--- src/hdl/lpm_pkg.sv ---
// constants and types for the low-power mode and wake-up controller
// assumes a classic wishbone master with byte-wide registers on lane 0
package lpm_pkg;

	// bus geometry
	localparam int          DATA_W       = 32;
	localparam int          REG_W        = 8;
	localparam int          ADR_W        = 12;
	localparam int          IDX_LSB      = 2;
	localparam int          IDX_W        = 8;

	// register indices; byte address is four times the index
	localparam logic [7:0]  IDX_OSC_MODE  = 8'h95;
	localparam logic [7:0]  IDX_IRQ_REQ   = 8'h98;
	localparam logic [7:0]  IDX_IRQ_EN    = 8'h9B;
	localparam logic [7:0]  IDX_P1_WAKE   = 8'h9E;
	localparam logic [7:0]  IDX_WAKE_STAT = 8'hA0;
	localparam logic [7:0]  IDX_EXT_EN    = 8'hA1;

	// oscillator_mode_reg fields
	localparam int          OSC_STOP_BIT  = 1;
	localparam int          SLOW_SEL_BIT  = 2;
	localparam int          MODE_LSB      = 3;
	localparam int          MODE_MSB      = 4;
	localparam logic [1:0]  MODE_NORMAL   = 2'h0;
	localparam logic [1:0]  MODE_PD       = 2'h1;
	localparam logic [1:0]  MODE_GREEN    = 2'h2;

	// flag and enable positions
	localparam int          WAKE_IRQ_BIT  = 0;
	localparam int          WAKE_IEN_BIT  = 0;
	localparam int          STAT_WAKE_BIT = 0;
	localparam int          STAT_EXT_LSB  = 1;

	// reset values
	localparam logic [1:0]  MODE_RST      = 2'h0;
	localparam logic [3:0]  P1_WAKE_RST   = 4'h0;
	localparam logic [1:0]  EXT_EN_RST    = 2'h0;

	// pins
	localparam int          FIRST_PORT_W  = 8;
	localparam int          SECOND_PORT_W = 4;
	localparam int          EXT_INT_W     = 2;

	// warm-up, in high-speed oscillator clocks
	localparam int          WARM_CNT_W    = 12;
	localparam logic [11:0] WARM_XTAL_CLKS = 12'h800;
	localparam logic [11:0] WARM_RC_CLKS   = 12'h020;

	// wake interrupt vector
	localparam logic [7:0]  WAKE_VECTOR   = 8'h08;

	typedef enum logic [1:0] {
		ST_RUN   = 2'b00,
		ST_SLEEP = 2'b01,
		ST_WARM  = 2'b11,
		ST_GREEN = 2'b10
	} lpm_state_t;

endpackage

--- src/hdl/wake_pin_if.sv ---
// pin wake-up detector to controller connection
// assumes both ends run on the same clock
`timescale 1ns/1ps
interface wake_pin_if;
	logic                                 arm;
	logic [lpm_pkg::FIRST_PORT_W-1:0]     p0_change;
	logic [lpm_pkg::SECOND_PORT_W-1:0]    p1_change;

	modport ctl (output arm, input p0_change, input p1_change);
	modport det (input arm, output p0_change, output p1_change);
endinterface

--- src/hdl/wake_pin_detect.sv ---
// synchronises the wake ports and flags level changes against a reference
// assumes arm is high while running; the reference freezes when it drops
`timescale 1ns/1ps
module wake_pin_detect (
	// clock and reset
	input  wire logic                              clk_i,
	input  wire logic                              rst_i,
	// port pins
	input  wire logic [lpm_pkg::FIRST_PORT_W-1:0]  first_port_i,
	input  wire logic [lpm_pkg::SECOND_PORT_W-1:0] second_port_i,
	// controller side
	wake_pin_if.det                                wk
);

	localparam int PW = lpm_pkg::FIRST_PORT_W + lpm_pkg::SECOND_PORT_W;

	typedef struct packed {
		logic [PW-1:0] s1;
		logic [PW-1:0] s2;
		logic [PW-1:0] s3;
		logic [PW-1:0] ref_lvl;
	} det_state_t;

	det_state_t q;
	det_state_t d;
	logic [PW-1:0] chg;

	// a pin counts as changed only once stages two and three agree
	always_comb begin
		d    = q;
		d.s1 = {second_port_i, first_port_i};
		d.s2 = q.s1;
		d.s3 = q.s2;
		if (wk.arm) begin
			d.ref_lvl = q.s3;
		end
	end

	// either edge counts; the clock keeps running in this model, an
	// analogue latch would be needed where the clock truly stops
	assign chg = ~(q.s2 ^ q.s3) & (q.s3 ^ q.ref_lvl);
	assign wk.p0_change = chg[lpm_pkg::FIRST_PORT_W-1:0];
	assign wk.p1_change = chg[PW-1:lpm_pkg::FIRST_PORT_W];

	always_ff @(posedge clk_i) begin
		if (rst_i) begin
			q <= '0;
		end else begin
			q <= d;
		end
	end

endmodule

--- src/hdl/low_power_mode_wakeup_ctrl.sv ---
// low-power mode controller: power-down and green entry, pin and timer
// wake-up, oscillator warm-up and wake flags, behind a wishbone slave
// assumes one clock that keeps running; oscillator enables go to the
// clock generator, hosc_tick_i is one pulse per high-speed oscillator clock
`timescale 1ns/1ps
module low_power_mode_wakeup_ctrl (
	// clock and reset
	input  wire logic                              clk_i,
	input  wire logic                              rst_i,
	// wishbone slave
	input  wire logic                              wb_cyc_i,
	input  wire logic                              wb_stb_i,
	input  wire logic                              wb_we_i,
	input  wire logic [lpm_pkg::ADR_W-1:0]         wb_adr_i,
	input  wire logic [3:0]                        wb_sel_i,
	input  wire logic [lpm_pkg::DATA_W-1:0]        wb_dat_i,
	output logic      [lpm_pkg::DATA_W-1:0]        wb_dat_o,
	output logic                                   wb_ack_o,
	// wake pins
	input  wire logic [lpm_pkg::FIRST_PORT_W-1:0]  first_port_i,
	input  wire logic [lpm_pkg::SECOND_PORT_W-1:0] second_port_i,
	// timer and oscillator status
	input  wire logic                              basic_timer_ovf_i,
	input  wire logic                              hosc_tick_i,
	input  wire logic                              high_osc_is_rc_i,
	// cpu and clock control
	output logic                                   cpu_halt_o,
	output logic                                   high_osc_en_o,
	output logic                                   fast_rc_en_o,
	output logic                                   slow_rc_en_o,
	output logic                                   sys_clk_slow_o,
	output logic                                   periph_clk_en_o,
	// interrupt requests
	output logic                                   wake_irq_req_o,
	output logic [7:0]                             irq_vector_o,
	output logic [lpm_pkg::EXT_INT_W-1:0]          ext_irq_flag_o
);

	typedef struct packed {
		lpm_pkg::lpm_state_t                  state;
		logic [1:0]                           cpu_mode_field;
		logic                                 slow_clock_select;
		logic                                 high_osc_stop;
		logic                                 wakeup_irq_flag;
		logic                                 wakeup_irq_enable;
		logic                                 wake_flag;
		logic [lpm_pkg::EXT_INT_W-1:0]        ext_flag;
		logic [lpm_pkg::EXT_INT_W-1:0]        ext_en;
		logic [lpm_pkg::SECOND_PORT_W-1:0]    second_port_wake_enable;
		logic [lpm_pkg::WARM_CNT_W-1:0]       warm_cnt;
		logic                                 ack;
		logic [lpm_pkg::DATA_W-1:0]           dat;
		logic                                 halt;
		logic                                 hi_osc_en;
		logic                                 fast_rc_en;
		logic                                 slow_rc_en;
		logic                                 clk_slow;
		logic                                 periph_en;
		logic                                 wake_req;
		logic [7:0]                           vector;
	} ctrl_state_t;

	ctrl_state_t q;
	ctrl_state_t d;

	wake_pin_if wk ();

	wake_pin_detect u_detect (
		.clk_i         (clk_i),
		.rst_i         (rst_i),
		.first_port_i  (first_port_i),
		.second_port_i (second_port_i),
		.wk            (wk)
	);

	// reference levels track the pins only while instructions run
	assign wk.arm = (q.state == lpm_pkg::ST_RUN);

	logic                               access;
	logic [lpm_pkg::IDX_W-1:0]          idx;
	logic                               in_range;
	logic [lpm_pkg::REG_W-1:0]          rd;
	logic [lpm_pkg::REG_W-1:0]          wr;
	logic                               wr_en;
	logic [lpm_pkg::EXT_INT_W-1:0]      ext_hit;
	logic                               port_wake;
	logic                               hi_on;
	logic [lpm_pkg::WARM_CNT_W-1:0]     warm_last;
	logic                               p0_wake;
	logic                               p1_wake;
	logic                               ext_only;
	logic                               enter_pd;
	logic                               enter_green;
	logic                               no_sys_clk;
	logic                               green_wake;
	logic                               warm_done;
	logic                               slow_on;
	logic                               per_on;

	assign access   = wb_cyc_i & wb_stb_i & ~q.ack;
	assign idx      = wb_adr_i[lpm_pkg::IDX_LSB +: lpm_pkg::IDX_W];
	assign in_range = (wb_adr_i[lpm_pkg::ADR_W-1:
		lpm_pkg::IDX_LSB+lpm_pkg::IDX_W] == '0) &
		(wb_adr_i[lpm_pkg::IDX_LSB-1:0] == '0);
	assign wr       = wb_dat_i[lpm_pkg::REG_W-1:0];
	assign wr_en    = access & wb_we_i & wb_sel_i[0] & in_range;

	// pins 0 and 1 of the first port double as external interrupts
	assign ext_hit   = wk.p0_change[lpm_pkg::EXT_INT_W-1:0] & q.ext_en;
	assign ext_only  = |ext_hit;
	// the first port has no enable; each second port pin has its own
	assign p0_wake   = |wk.p0_change;
	assign p1_wake   = |(wk.p1_change & q.second_port_wake_enable);
	assign port_wake = p0_wake | p1_wake;

	// rc high clocks settle much sooner than crystals
	assign warm_last = (high_osc_is_rc_i ? lpm_pkg::WARM_RC_CLKS :
		lpm_pkg::WARM_XTAL_CLKS) - 12'h001;

	// the reserved mode code 11 decodes as neither and is handled as normal mode
	assign enter_pd    = (q.cpu_mode_field == lpm_pkg::MODE_PD);
	assign enter_green = (q.cpu_mode_field == lpm_pkg::MODE_GREEN);
	// the high clock stopped while the slow clock is not selected leaves nothing to run on
	assign no_sys_clk  = ~q.slow_clock_select & q.high_osc_stop;
	// overflow only matters in green; sleep has no running timer
	assign green_wake  = port_wake | basic_timer_ovf_i;
	// ticks stop with the oscillator, so warm-up cannot end early
	assign warm_done   = hosc_tick_i & (q.warm_cnt == warm_last);

	// read mux; unmapped or misaligned addresses read as zero
	always_comb begin
		rd = '0;
		if (in_range) begin
			unique case (idx)
				lpm_pkg::IDX_OSC_MODE: begin
					rd[lpm_pkg::MODE_MSB:lpm_pkg::MODE_LSB] =
						q.cpu_mode_field;
					rd[lpm_pkg::SLOW_SEL_BIT] = q.slow_clock_select;
					rd[lpm_pkg::OSC_STOP_BIT] = q.high_osc_stop;
				end
				lpm_pkg::IDX_IRQ_REQ: begin
					rd[lpm_pkg::WAKE_IRQ_BIT] = q.wakeup_irq_flag;
				end
				lpm_pkg::IDX_IRQ_EN: begin
					rd[lpm_pkg::WAKE_IEN_BIT] = q.wakeup_irq_enable;
				end
				lpm_pkg::IDX_P1_WAKE: begin
					rd[lpm_pkg::SECOND_PORT_W-1:0] =
						q.second_port_wake_enable;
				end
				lpm_pkg::IDX_WAKE_STAT: begin
					rd[lpm_pkg::STAT_WAKE_BIT] = q.wake_flag;
					rd[lpm_pkg::STAT_EXT_LSB +: lpm_pkg::EXT_INT_W] =
						q.ext_flag;
				end
				lpm_pkg::IDX_EXT_EN: begin
					rd[lpm_pkg::EXT_INT_W-1:0] = q.ext_en;
				end
				default: begin
					rd = '0;
				end
			endcase
		end
	end

	always_comb begin
		d     = q;
		d.ack = access;
		if (access) begin
			d.dat = {{(lpm_pkg::DATA_W-lpm_pkg::REG_W){1'b0}}, rd};
		end

		// software writes first, so hardware events below win
		if (wr_en) begin
			unique case (idx)
				lpm_pkg::IDX_OSC_MODE: begin
					d.cpu_mode_field =
						wr[lpm_pkg::MODE_MSB:lpm_pkg::MODE_LSB];
					d.slow_clock_select = wr[lpm_pkg::SLOW_SEL_BIT];
					d.high_osc_stop = wr[lpm_pkg::OSC_STOP_BIT];
				end
				lpm_pkg::IDX_IRQ_REQ: begin
					d.wakeup_irq_flag = wr[lpm_pkg::WAKE_IRQ_BIT];
				end
				lpm_pkg::IDX_IRQ_EN: begin
					d.wakeup_irq_enable = wr[lpm_pkg::WAKE_IEN_BIT];
				end
				lpm_pkg::IDX_P1_WAKE: begin
					d.second_port_wake_enable =
						wr[lpm_pkg::SECOND_PORT_W-1:0];
				end
				lpm_pkg::IDX_WAKE_STAT: begin
					d.wake_flag = wr[lpm_pkg::STAT_WAKE_BIT];
					d.ext_flag =
						wr[lpm_pkg::STAT_EXT_LSB +: lpm_pkg::EXT_INT_W];
				end
				lpm_pkg::IDX_EXT_EN: begin
					d.ext_en = wr[lpm_pkg::EXT_INT_W-1:0];
				end
				default: begin
					d.ext_en = d.ext_en;
				end
			endcase
		end

		// halted states change only the fields named below; all other
		// registers hold their contents across the low-power period
		unique case (q.state)
			lpm_pkg::ST_RUN: begin
				if (enter_pd) begin
					d.state = lpm_pkg::ST_SLEEP;
				end else if (no_sys_clk) begin
					// no system clock left in normal mode
					d.state = lpm_pkg::ST_SLEEP;
				end else if (enter_green) begin
					d.state = lpm_pkg::ST_GREEN;
				end
			end
			lpm_pkg::ST_SLEEP: begin
				// timer overflow is not looked at here
				if (port_wake) begin
					d.state = lpm_pkg::ST_WARM;
					d.warm_cnt = '0;
					d.cpu_mode_field = lpm_pkg::MODE_NORMAL;
					d.slow_clock_select = 1'b0;
					// the stop bit clears so the high clock restarts
					d.high_osc_stop = 1'b0;
					if (ext_only) begin
						d.ext_flag = q.ext_flag | ext_hit;
					end else begin
						d.wake_flag = 1'b1;
						d.wakeup_irq_flag = 1'b1;
					end
				end
			end
			lpm_pkg::ST_WARM: begin
				if (warm_done) begin
					d.state = lpm_pkg::ST_RUN;
					d.warm_cnt = '0;
				end else if (hosc_tick_i) begin
					d.warm_cnt = q.warm_cnt + 12'h001;
				end
			end
			lpm_pkg::ST_GREEN: begin
				// pwm, event counter and other timers have no path here
				if (green_wake) begin
					d.state = lpm_pkg::ST_RUN;
					d.cpu_mode_field = lpm_pkg::MODE_NORMAL;
					if (~basic_timer_ovf_i & ext_only) begin
						d.ext_flag = q.ext_flag | ext_hit;
					end else begin
						d.wake_flag = 1'b1;
						d.wakeup_irq_flag = 1'b1;
					end
				end
			end
		endcase

		// registered outputs follow the next state
		hi_on   = 1'b0;
		slow_on = 1'b0;
		per_on  = 1'b0;
		unique case (d.state)
			lpm_pkg::ST_RUN: begin
				hi_on   = ~d.high_osc_stop;
				slow_on = 1'b1;
				per_on  = 1'b1;
			end
			lpm_pkg::ST_SLEEP: begin
				hi_on = 1'b0;
			end
			lpm_pkg::ST_WARM: begin
				// slow rc and peripherals wait for the high clock
				hi_on = 1'b1;
			end
			lpm_pkg::ST_GREEN: begin
				hi_on   = ~d.high_osc_stop;
				slow_on = 1'b1;
				per_on  = 1'b1;
			end
		endcase
		d.halt       = (d.state != lpm_pkg::ST_RUN);
		d.hi_osc_en  = hi_on & ~high_osc_is_rc_i;
		d.fast_rc_en = hi_on & high_osc_is_rc_i;
		d.slow_rc_en = slow_on;
		d.clk_slow   = d.slow_clock_select;
		d.periph_en  = per_on;
		// the flag is what software sees; the request also needs enable
		d.wake_req   = d.wakeup_irq_flag & d.wakeup_irq_enable;
		d.vector     = d.wake_req ? lpm_pkg::WAKE_VECTOR : 8'h00;
	end

	always_ff @(posedge clk_i) begin
		if (rst_i) begin
			// normal mode out of reset: high clock and slow rc running
			q <= '0;
			q.state <= lpm_pkg::ST_RUN;
			q.cpu_mode_field <= lpm_pkg::MODE_RST;
			q.second_port_wake_enable <= lpm_pkg::P1_WAKE_RST;
			q.ext_en <= lpm_pkg::EXT_EN_RST;
			q.hi_osc_en <= 1'b1;
			q.slow_rc_en <= 1'b1;
			q.periph_en <= 1'b1;
		end else begin
			q <= d;
		end
	end

	assign wb_dat_o        = q.dat;
	assign wb_ack_o        = q.ack;
	assign cpu_halt_o      = q.halt;
	assign high_osc_en_o   = q.hi_osc_en;
	assign fast_rc_en_o    = q.fast_rc_en;
	assign slow_rc_en_o    = q.slow_rc_en;
	assign sys_clk_slow_o  = q.clk_slow;
	assign periph_clk_en_o = q.periph_en;
	assign wake_irq_req_o  = q.wake_req;
	assign irq_vector_o    = q.vector;
	assign ext_irq_flag_o  = q.ext_flag;

endmodule

--- config.mk ---
export PLATFORM = sky130hd
export DESIGN_NAME = low_power_mode_wakeup_ctrl
export DESIGN_NICKNAME = d
export VERILOG_FILES = /design/src/hdl/lpm_pkg.sv /design/src/hdl/wake_pin_if.sv /design/src/hdl/wake_pin_detect.sv /design/src/hdl/low_power_mode_wakeup_ctrl.sv
export SDC_FILE = /design/constraint.sdc
export NUM_CORES = 1
export LEC_CHECK = 0
export BUFFER_PORTS_ARGS = -buffer_cell sky130_fd_sc_hd__clkbuf_2
export CAP_MARGIN = 20
export CORE_MARGIN = 4
export CORE_UTILIZATION = 40
export DETAILED_ROUTE_END_ITERATION = 6
export PLACE_DENSITY_LB_ADDON = 0.12
export SYNTH_ARGS = -nofsm -noshare
export SYNTH_HDL_FRONTEND = slang
export SYNTH_HIERARCHICAL = 1
export SYNTH_SLANG_ARGS = --single-unit
--- constraint.sdc ---
create_clock -name clk_i -period 3.71 [get_ports clk_i]
set_clock_uncertainty 0.05 [all_clocks]
set_input_delay 0.1855 -clock clk_i [delete_from_list [all_inputs] [get_ports clk_i]]
set_output_delay 0.1855 -clock clk_i [all_outputs]
set_load 0.01 [all_outputs]
==> metrics, run 1 <==
status=finished, final reports clean; WL/cell=11.94 um; final hold vios=0; initial antenna violation count=0; period utilisation layout=66.47%; average cell area after synthesis=9.281 sq um; CP Max Fanout=15; DP Wirelength=5.550 mm; clk slew on worst S/H paths=0.09 ns; CP peak stage delay=0.74 ns; CP Capture Type=register; sequential area share after synthesis=43.34%; total vias in the final route=2,958; Layout Area Growth over Synthesis=12.03%; share of synthesized registers carrying an async set or reset=0%; synth unique cells=58; die width=108.8 um; PortBufs=53; initial core utilization=41.40%; commonest non-fill, non-tap cell in the layout=dfxtp_1; Area after DPL=4237 sq um; Antenna diodes=0; Final Cell Area=4554 sq um; number of synthesized flops with an enable pin=0; post-route ant nets=0; CTS tree=built; Max-slew headroom=41.51%; Multi-input gate area=1994 sq um; total grt overflow=0; clk sinks=88; post-synthesis cell count=438; routability-driven placement congestion ratio=0.8102; power per cell area=375.6 nW/um^2; leakage=1.916 nW; highest clock rate=0.4055 GHz; die area=11,840 sq um; pin count of the biggest net entering global routing=52; number of max-cap violations=0; setup_tns=0 ns; Worst setup SP type=register; initial DRC count=111; R2R setup slack=1.24 ns; final wirelength=7.536 mm; Die Ht=108.8 um; Max VDD drop=0.0001488 V; residual DRC count=0; CTS buffer count=9; top_reg_cell synth=dfxtp_1; Reg area=1762 sq um; internal power=1.267 mW; Sequential Power Share=56.8%; Cell Area, Synth=4065 sq um; latest clock arrival within the worst-skew pair=0.36 ns; DP Worst Slack=1.232 ns; drt first pass iters=4; Syn. warnings=6; Post-CTS Resized=0; most frequent cells in the layout=dfxtp_1 (88), clkbuf_2 (53), nor2b_1 (36); switch share=25.92%; Via density=4.688; post-CTS setup buffers=0; CP arrival=2.68 ns; fill cell count=957; std cell rows=36; clk buf depth=2; Setup WS post-layout=1.244 ns; Slew Limit Fails=0; RSZ-0062 raised after global routing=no; FF+latch count, synth=88; Boundary Pins=118; all-layer global routing usage=13.33%; Setup Viol. Count Final=0; layout cell share with drive strength beyond 1=19.28%; Clock power frac=36.7%; H-Tree Depth=3; first-pass GRT wire length=12.50 mm; Worst Path Required=3.92 ns; Root Driver=clkbuf_8; Final Critical Period=2.466 ns; Gate power share=6.4%; P_sw=0.4434 mW; Hold Crit Class=input pin to register; Worst Max-Slew Pin Slew=0.8774 ns; CP max-delay cell=ha_1; Crit Path Category=register to register; Core Region=9819 sq um; vias in the first global route=2,659; Layout Nets=566; Hold Buf Count CTS=13; worst-path cell chain=inv_1 > ha_1 > o21ai_0 > a21oi_1 > nor3_1 > o2bb2ai_1 > a2111oi_2
## cell usage after synthesis, types with 3 or more instances
master | instances | area share [%]
nor2b_1 | 36 | 5.5
ha_1 | 5 | 1.5
nand2b_1 | 14 | 2.2
and3_1 | 4 | 0.62
nor3b_1 | 3 | 0.55
o22ai_1 | 12 | 1.8
o21ai_0 | 13 | 1.6
mux2i_1 | 22 | 5.4
nor3_1 | 5 | 0.62
dfxtp_1 | 88 | 43
nor2_1 | 35 | 3.2
inv_1 | 11 | 1.0
nor2_2 | 10 | 1.5
buf_4 | 45 | 8.3
nand3_1 | 7 | 0.86
nand2_1 | 33 | 3.0
clkbuf_1 | 6 | 0.55
and2_1 | 3 | 0.46
nand4_1 | 6 | 0.92
a21oi_1 | 16 | 2.0
mux2_2 | 4 | 1.1
xor2_1 | 8 | 1.7
a22oi_1 | 5 | 0.92
buf_2 | 4 | 0.49
## cells by family after synthesis
family / Yosys count / share of synthesized area (%)
AND/OR/NAND/NOR: 175 / 24.65
XOR/XNOR: 9 / 1.939
multiplexers: 26 / 6.525
adder cells (fa/ha/maj): 5 / 1.539
other: 1 / 0.09225
flip-flops: 88 / 43.34
buffers and inverters: 67 / 10.65
AO/OA/AOI/OAI: 67 / 11.27
## layout make-up
type | count | area share [%]
timing repair buffer | 67 | 8.846
clock buffer | 9 | 2.720
tap | 133 | 3.654
inverter | 11 | 0.9066
multi-input combinational | 316 | 43.79
clock inverter | 7 | 1.401
sequential | 88 | 38.68
## power by group through the flow
stage,Clock [mW],Combinational [mW],Sequential (mW)
after floorplan,0,0.0912,0.993
after global placement,0,0.0989,0.994
after detailed placement,0,0.0997,0.995
after CTS,0.661,0.110,0.973
after global routing,0.699,0.123,0.976
final,0.628,0.110,0.972
## sequential cells by signal, indices dropped and copies added (netlist names)
signal and count:
irq_vector_o 1, u_detect/q 24, fast_rc_en_o 1, u_detect/d 24
wb_ack_o 1, cpu_halt_o 1, ext_irq_flag_o 2, sys_clk_slow_o 1
wb_dat_o 5, q 26, periph_clk_en_o 1, high_osc_en_o 1
## worst max-delay path, delay by kind of cell (launching register included)
family / cells / cell delay (ns)
simple gates: 1 / 0.08
compound gates: 4 / 1.04
buf+inv: 1 / 0.11
fa+ha+maj: 1 / 0.74
flops: 1 / 0.36
## worst paths after layout
check | start | cells after the start | end
worst max-delay path | q[75] | 7 | fast_rc_en_o
worst min-delay path | wb_dat_i[3] | 3 | q[73]
worst max register to register | q[75] | 7 | fast_rc_en_o
worst min register to register | u_detect/d[30] | 1 | u_detect/d[18]
## routing by layer
metal / track usage, % / share of wire, % / vias up
li1: - / - / 1535
met1: 17.93 / 49 / 1332
met2: 20.56 / 43 / 80
met3: 3.316 / 5.6 / 11
met4: 5.140 / 1.6 / 0
met5: 0 / 0 / -
## per-stage QoR
stage	util [%]	cells	total power, mW	hold WS, ns
floorplan	-	471	1.084	0.2115
global placement	43.14	602	1.092	0.3461
detailed placement	43.14	602	1.094	0.3475
CTS	46.38	631	1.744	0.01206
global route	46.38	631	1.798	0.04259
finish	46.38	631	1.711	0.04383
Note: power is estimated with default switching activity, not from simulation.
==> run 2, diff against run 1 <==
clock period = 2.01 ns   (was 3.71 ns; I/O delays follow)
==> metrics, run 2 (synthesis gave the netlist of run 1 again) <==
Top Layer Used=met4 (unchanged); Layout Nets=605 (was 566); WL/cell=11.98 um (was 11.94 um); H-Tree Depth=3 (unchanged); Max VDD drop=0.0003264 V (was 0.0001488 V); max reg flops=26 (unchanged); Crit Path Category=register to register (unchanged); CTS buffer count=9 (unchanged); total vias in the final route=3,099 (was 2,958); first-pass GRT wire length=13.64 mm (was 12.50 mm); worst-path cell chain=nand2b_1 > o22ai_2 > nor4_2 > nand2_1 > buf_4 > o31a_1 > buf_6 > nand4_1 > xor2_1 > nor2_1 (was inv_1 > ha_1 > o21ai_0 > a21oi_1 > nor3_1 > o2bb2ai_1 > a2111oi_2); Antenna diodes=0 (unchanged); CP max-delay cell=o31a_1 (was ha_1); violated checks=setup timing; status=finished, violations left (was finished, final reports clean); total grt overflow=0 (unchanged); Tot Pwr=3.134 mW (was 1.711 mW); all-layer global routing usage=14.61% (was 13.33%); die area=11,840 sq um (unchanged); post-route ant nets=0 (unchanged); placed cells=634 (was 602); clk buf depth=2 (unchanged); routability-driven placement congestion ratio=0.8089 (was 0.8102); Via density=4.625 (was 4.688); Setup WS post-layout=-0.06359 ns (was 1.244 ns); final non-filler cell total=670 (was 631); Worst setup SP type=register (unchanged); Layout Area Growth over Synthesis=22.01% (was 12.03%); Gate power share=7.2% (was 6.4%); CP arrival=2.27 ns (was 2.68 ns); std cell rows=36 (unchanged); DP Worst Slack=-0.1356 ns (was 1.232 ns); CP Max Fanout=5 (was 15); residual DRC count=0 (unchanged); internal power=2.340 mW (was 1.267 mW); initial core utilization=41.40% (unchanged); most flop-heavy register=q (unchanged); P_sw=0.7932 mW (was 0.4434 mW); Die Ht=108.8 um (unchanged); die width=108.8 um (unchanged); initial antenna violation count=0 (unchanged); Core Region=9819 sq um (unchanged); Sequential Power Share=57.3% (was 56.8%); pin count of the biggest net entering global routing=48 (was 52); Worst Path Required=2.21 ns (was 3.92 ns); final wirelength=8.025 mm (was 7.536 mm); highest clock rate=0.4823 GHz (was 0.4055 GHz); Slew Limit Fails=0 (unchanged); most frequent cells in the layout=dfxtp_1 (85), clkbuf_2 (53), nor2b_1 (36) (was dfxtp_1 (88), clkbuf_2 (53), nor2b_1 (36)); PortBufs=53 (unchanged); power per cell area=631.8 nW/um^2 (was 375.6 nW/um^2); number of max-cap violations=0 (unchanged); clk slew on worst S/H paths=0.09 ns (about the same); DR WL met3=396 um (was 420 um); CP peak stage delay=0.37 ns (was 0.74 ns); final hold vios=0 (unchanged); Root Driver=clkbuf_8 (unchanged); Setup Viol. Count Final=13 (was 0); leakage=2.119 nW (was 1.916 nW); Boundary Pins=118 (unchanged); period utilisation layout=103.2% (was 66.47%); vias in the first global route=2,955 (was 2,659); layout cell share with drive strength beyond 1=27.56% (was 19.28%); RSZ-0062 raised after global routing=yes (was no); DP Wirelength=5.920 mm (was 5.550 mm); drt first pass iters=5 (was 4); metal2 WL=3.678 mm (was 3.273 mm); Final Critical Period=2.074 ns (was 2.466 ns); latest clock arrival within the worst-skew pair=0.36 ns (about the same); clk sinks=88 (unchanged); Util after Layout=50.51% (was 46.38%); setup_tns=-0.4267 ns (was 0 ns); Clock power frac=35.4% (was 36.7%); initial DRC count=119 (was 111); CP Capture Type=register (unchanged); commonest non-fill, non-tap cell in the layout=dfxtp_1 (unchanged); switch share=25.31% (was 25.92%); M1 WL=3.800 mm (was 3.722 mm); fill cell count=955 (was 957); Hold Crit Class=input pin to register (unchanged); CTS tree=built (unchanged)
[run 2: layout make-up]
class	instances	area [sq um]	share of cell area, %
repair buffers	106	718.2	14.48
multi-input cells	316	2090	42.13
clock inverters	7	55.05	1.110
clock buffers	9	123.9	2.497
flip-flops and latches	88	1765	35.60
well taps	133	166.4	3.355
inverters	11	41.29	0.8325
[run 2: power groups by stage]
stage / registers, mW / clock network, mW / logic [mW]
final: 1.80 / 1.11 / 0.227
after global placement: 1.83 / 0 / 0.190
after detailed placement: 1.84 / 0 / 0.192
after floorplan: 1.83 / 0 / 0.168
after CTS: 1.80 / 1.17 / 0.224
after global routing: 1.80 / 1.25 / 0.257
[run 2: final timing paths]
kind	slack, ns	endpoint	start	cells after the start
setup reg to reg	-0.06	q[52]	u_detect/q[18]	10
hold / removal	0.05	wb_ack_o	wb_cyc_i	3
setup / recovery	-0.06	q[52]	u_detect/q[18]	10
hold reg to reg	0.39	u_detect/d[14]	u_detect/d[26]	1
[run 2: critical path: cells and delay by family (launching register included)]
kind | cells | cell delay, ns
simple gates | 5 | 0.66
flops | 1 | 0.34
compound gates | 2 | 0.45
buf+inv | 2 | 0.32
xor+xnor | 1 | 0.14
[run 2: through the flow]
stage                     area [sq um]  hold WS, ns
after floorplan                   4189       0.1265
after global placement            4477       0.2626
after detailed placement          4477       0.2666
after CTS                         4903      0.02079
after global routing              4960      0.03000
final                             4960      0.04637
[run 2: what timing repair did]
action	in CTS	in global routing
setup endpoints to repair	15	18
buffers inserted	0	1
cloned	0	0
pin swaps	13	5
hold buffers	19	0
endpoints found under the hold margin	22	0
resized for setup	12	9
[run 2: layer usage]
layer | up-vias | track usage [%]
met3 | 11 | 2.842
met5 | - | 0
met2 | 76 | 23.39
met1 | 1392 | 18.72
li1 | 1620 | -
met4 | 0 | 7.484
==> run 3, diff against run 2 <==
ABC_AREA = 1   (was default)
ABC_CLOCK_PERIOD_IN_PS = 2009   (was default)
==> metrics, run 3 <==
status=finished, final reports clean (was finished, violations left); clk buf depth=2 (unchanged); PortBufs=53 (unchanged); Tot Pwr=3.312 mW (was 3.134 mW); CTS tree=built (unchanged); initial DRC count=159 (was 119); R2R setup slack=0.09 ns (was -0.06 ns); std cell rows=38 (was 36); fill cell count=1,118 (was 955); pin count of the biggest net entering global routing=31 (was 48); setup_tns=0 ns (was -0.4267 ns); FF+latch count, synth=88 (unchanged); sequential area share after synthesis=39.45% (was 43.34%); Boundary Pins=118 (unchanged); latest clock arrival within the worst-skew pair=0.35 ns (was 0.36 ns); share of synthesized registers carrying an async set or reset=0% (unchanged); Core Region=10,890 sq um (was 9819 sq um); power per cell area=641.0 nW/um^2 (was 631.8 nW/um^2); first-pass GRT wire length=15.75 mm (was 13.64 mm); die area=12,920 sq um (was 11,840 sq um); total grt overflow=0 (unchanged); drt first pass iters=4 (was 5); Root Driver=clkbuf_8 (unchanged); H-Tree Depth=3 (unchanged); most frequent cells in the layout=nand2_1 (151), nor2_1 (135), inv_1 (117) (was dfxtp_1 (85), clkbuf_2 (53), nor2b_1 (36)); top post-synthesis cells by area=dfxtp_1 (39%), nand2_1 (13%), nor2_1 (12%) (was dfxtp_1 (43%), buf_4 (8.3%), nor2b_1 (5.5%)); Layout Area Growth over Synthesis=15.72% (was 22.01%); Worst setup SP type=register (unchanged); clk sinks=88 (unchanged); vias in the first global route=3,703 (was 2,955); final non-filler cell total=899 (was 670); Cell Area, Synth=4466 sq um (was 4065 sq um); initial antenna violation count=0 (unchanged); Crit Path Category=register to register (unchanged); post-route ant nets=0 (unchanged); die width=113.7 um (was 108.8 um); Slew Limit Fails=0 (unchanged); average cell area after synthesis=6.577 sq um (was 9.281 sq um); CP Max Fanout=4 (was 5); Final Critical Period=1.923 ns (was 2.074 ns); Antenna diodes=0 (unchanged); total vias in the final route=3,862 (was 3,099); max reg flops=26 (unchanged); initial core utilization=41.01% (was 41.40%); share of the synthesized area in the top cell type=39.45% (was 43.34%); number of max-cap violations=0 (unchanged); clk slew on worst S/H paths=0.09 ns (about the same); placed cells=863 (was 634); period utilisation layout=95.69% (was 103.2%); leakage=2.569 nW (was 2.119 nW); Syn. warnings=6 (unchanged); Layout Nets=827 (was 605); routability-driven placement congestion ratio=0.8730 (was 0.8089); final wirelength=8.889 mm (was 8.025 mm); number of synthesized flops with an enable pin=0 (unchanged); residual DRC count=0 (unchanged); top_reg_cell synth=dfxtp_1 (unchanged); area leader, netlist=dfxtp_1 (unchanged); highest clock rate=0.5199 GHz (was 0.4823 GHz); synth unique cells=33 (was 58); final hold vios=0 (unchanged); CP Capture Type=register (unchanged); CP arrival=2.12 ns (was 2.27 ns); post-synthesis cell count=679 (was 438); CTS buffer count=9 (unchanged); WL/cell=9.888 um (was 11.98 um); DP Worst Slack=0.05698 ns (was -0.1356 ns); top post-synthesis cells by count=nand2_1 (157), nor2_1 (142), inv_1 (118) (was dfxtp_1 (88), buf_4 (45), nor2b_1 (36)); Die Ht=113.7 um (was 108.8 um); Setup Viol. Count Final=0 (was 13); Util after Layout=47.46% (was 50.51%); Worst Path Required=2.21 ns (about the same); most flop-heavy register=q (unchanged); all-layer global routing usage=14.71% (was 14.61%); layout cell share with drive strength beyond 1=16.47% (was 27.56%); Max VDD drop=0.0004872 V (was 0.0003264 V); RSZ-0062 raised after global routing=yes (unchanged); Via density=4.296 (was 4.625); Hold Crit Class=input pin to register (unchanged); DP Wirelength=6.713 mm (was 5.920 mm); commonest non-fill, non-tap cell in the layout=nand2_1 (was dfxtp_1); Setup WS post-layout=0.08663 ns (was -0.06359 ns); most frequent cell after synthesis=nand2_1 (was dfxtp_1)
-- run 3: cell types whose count changed in the layout (fill, tap and decap cells not counted), moves of 19 or more --
cell / before / now
buf_4: 32 / 13
nand2_1: 33 / 151
nor2b_1: 36 / 0
mux2i_1: 22 / 0
inv_1: 11 / 117
nor2_1: 35 / 135
-- run 3: final timing paths --
path / start / cells past startpoint / end
max: q[76] / 12 / q[57]
min: wb_dat_i[1] / 3 / q[65]
max reg2reg: q[76] / 12 / q[57]
min reg2reg: u_detect/d[32] / 2 / u_detect/d[20]
-- run 3: worst max-delay path, cell delays in order (launching register included) --
cell	delay (ns)
dfxtp_1	0.36
inv_1	0.11
ha_2	0.24
inv_1	0.09
o21ai_1	0.21
o21ai_4	0.10
buf_4	0.15
nor2_1	0.14
nand2_1	0.12
nor2_2	0.12
nand2_1	0.06
nand2_1	0.05
nor2_1	0.04
-- run 3: metrics by stage --
| stage | instance area [sq um] | hold slack [ns] |
|---|---|---|
| after global routing | 5167 | 0.01265 |
| after global placement | 4715 | 0.2451 |
| final | 5167 | 0.01393 |
| after floorplan | 4589 | 0.1271 |
| after CTS | 5086 | 0.003580 |
| after detailed placement | 4715 | 0.2472 |
-- run 3: report_power, final --
group | internal (mW) | total (mW) | switching, mW
Combinational | 0.109 | 0.273 | 0.164
Sequential | 1.78 | 1.80 | 0.0190
Clock | 0.588 | 1.24 | 0.654
Total | 2.48 | 3.31 | 0.837
-- run 3: final cells by class --
type	count	area, sq um	share of cell area [%]
clock buffer	9	123.9	2.397
clock inverter	7	77.57	1.501
inverter	125	471.7	9.128
sequential	88	1770	34.26
multi-input combinational	447	2016	39.01
timing repair buffer	83	533.0	10.31
tap	140	175.2	3.390
-- run 3: kinds of logic after synthesis --
logic type,after synthesis,share of synthesized area (%)
flip-flops,88,39.45
AND/OR/NAND/NOR,343,31.30
XOR/XNOR,4,0.7845
other,1,0.08398
buffers and inverters,177,19.25
adder cells (fa/ha/maj),5,1.401
AO/OA/AOI/OAI,61,7.734
-- run 3: what timing repair did --
action,4_1_cts,5_1_grt
gates resized for setup,0,26
hold buffers,17,0
endpoints found under the setup margin,0,16
hold endpoints to repair,18,0
buffers inserted,0,3
-- run 3: metal layers --
layer | vias to the layer above | wire, um | global-route usage [%]
met4 | 0 | 44 | 4.487
met3 | 2 | 439 | 3.820
met2 | 77 | 4318 | 25.56
met5 | - | 0 | 0
li1 | 2107 | - | -
met1 | 1676 | 4087 | 17.81
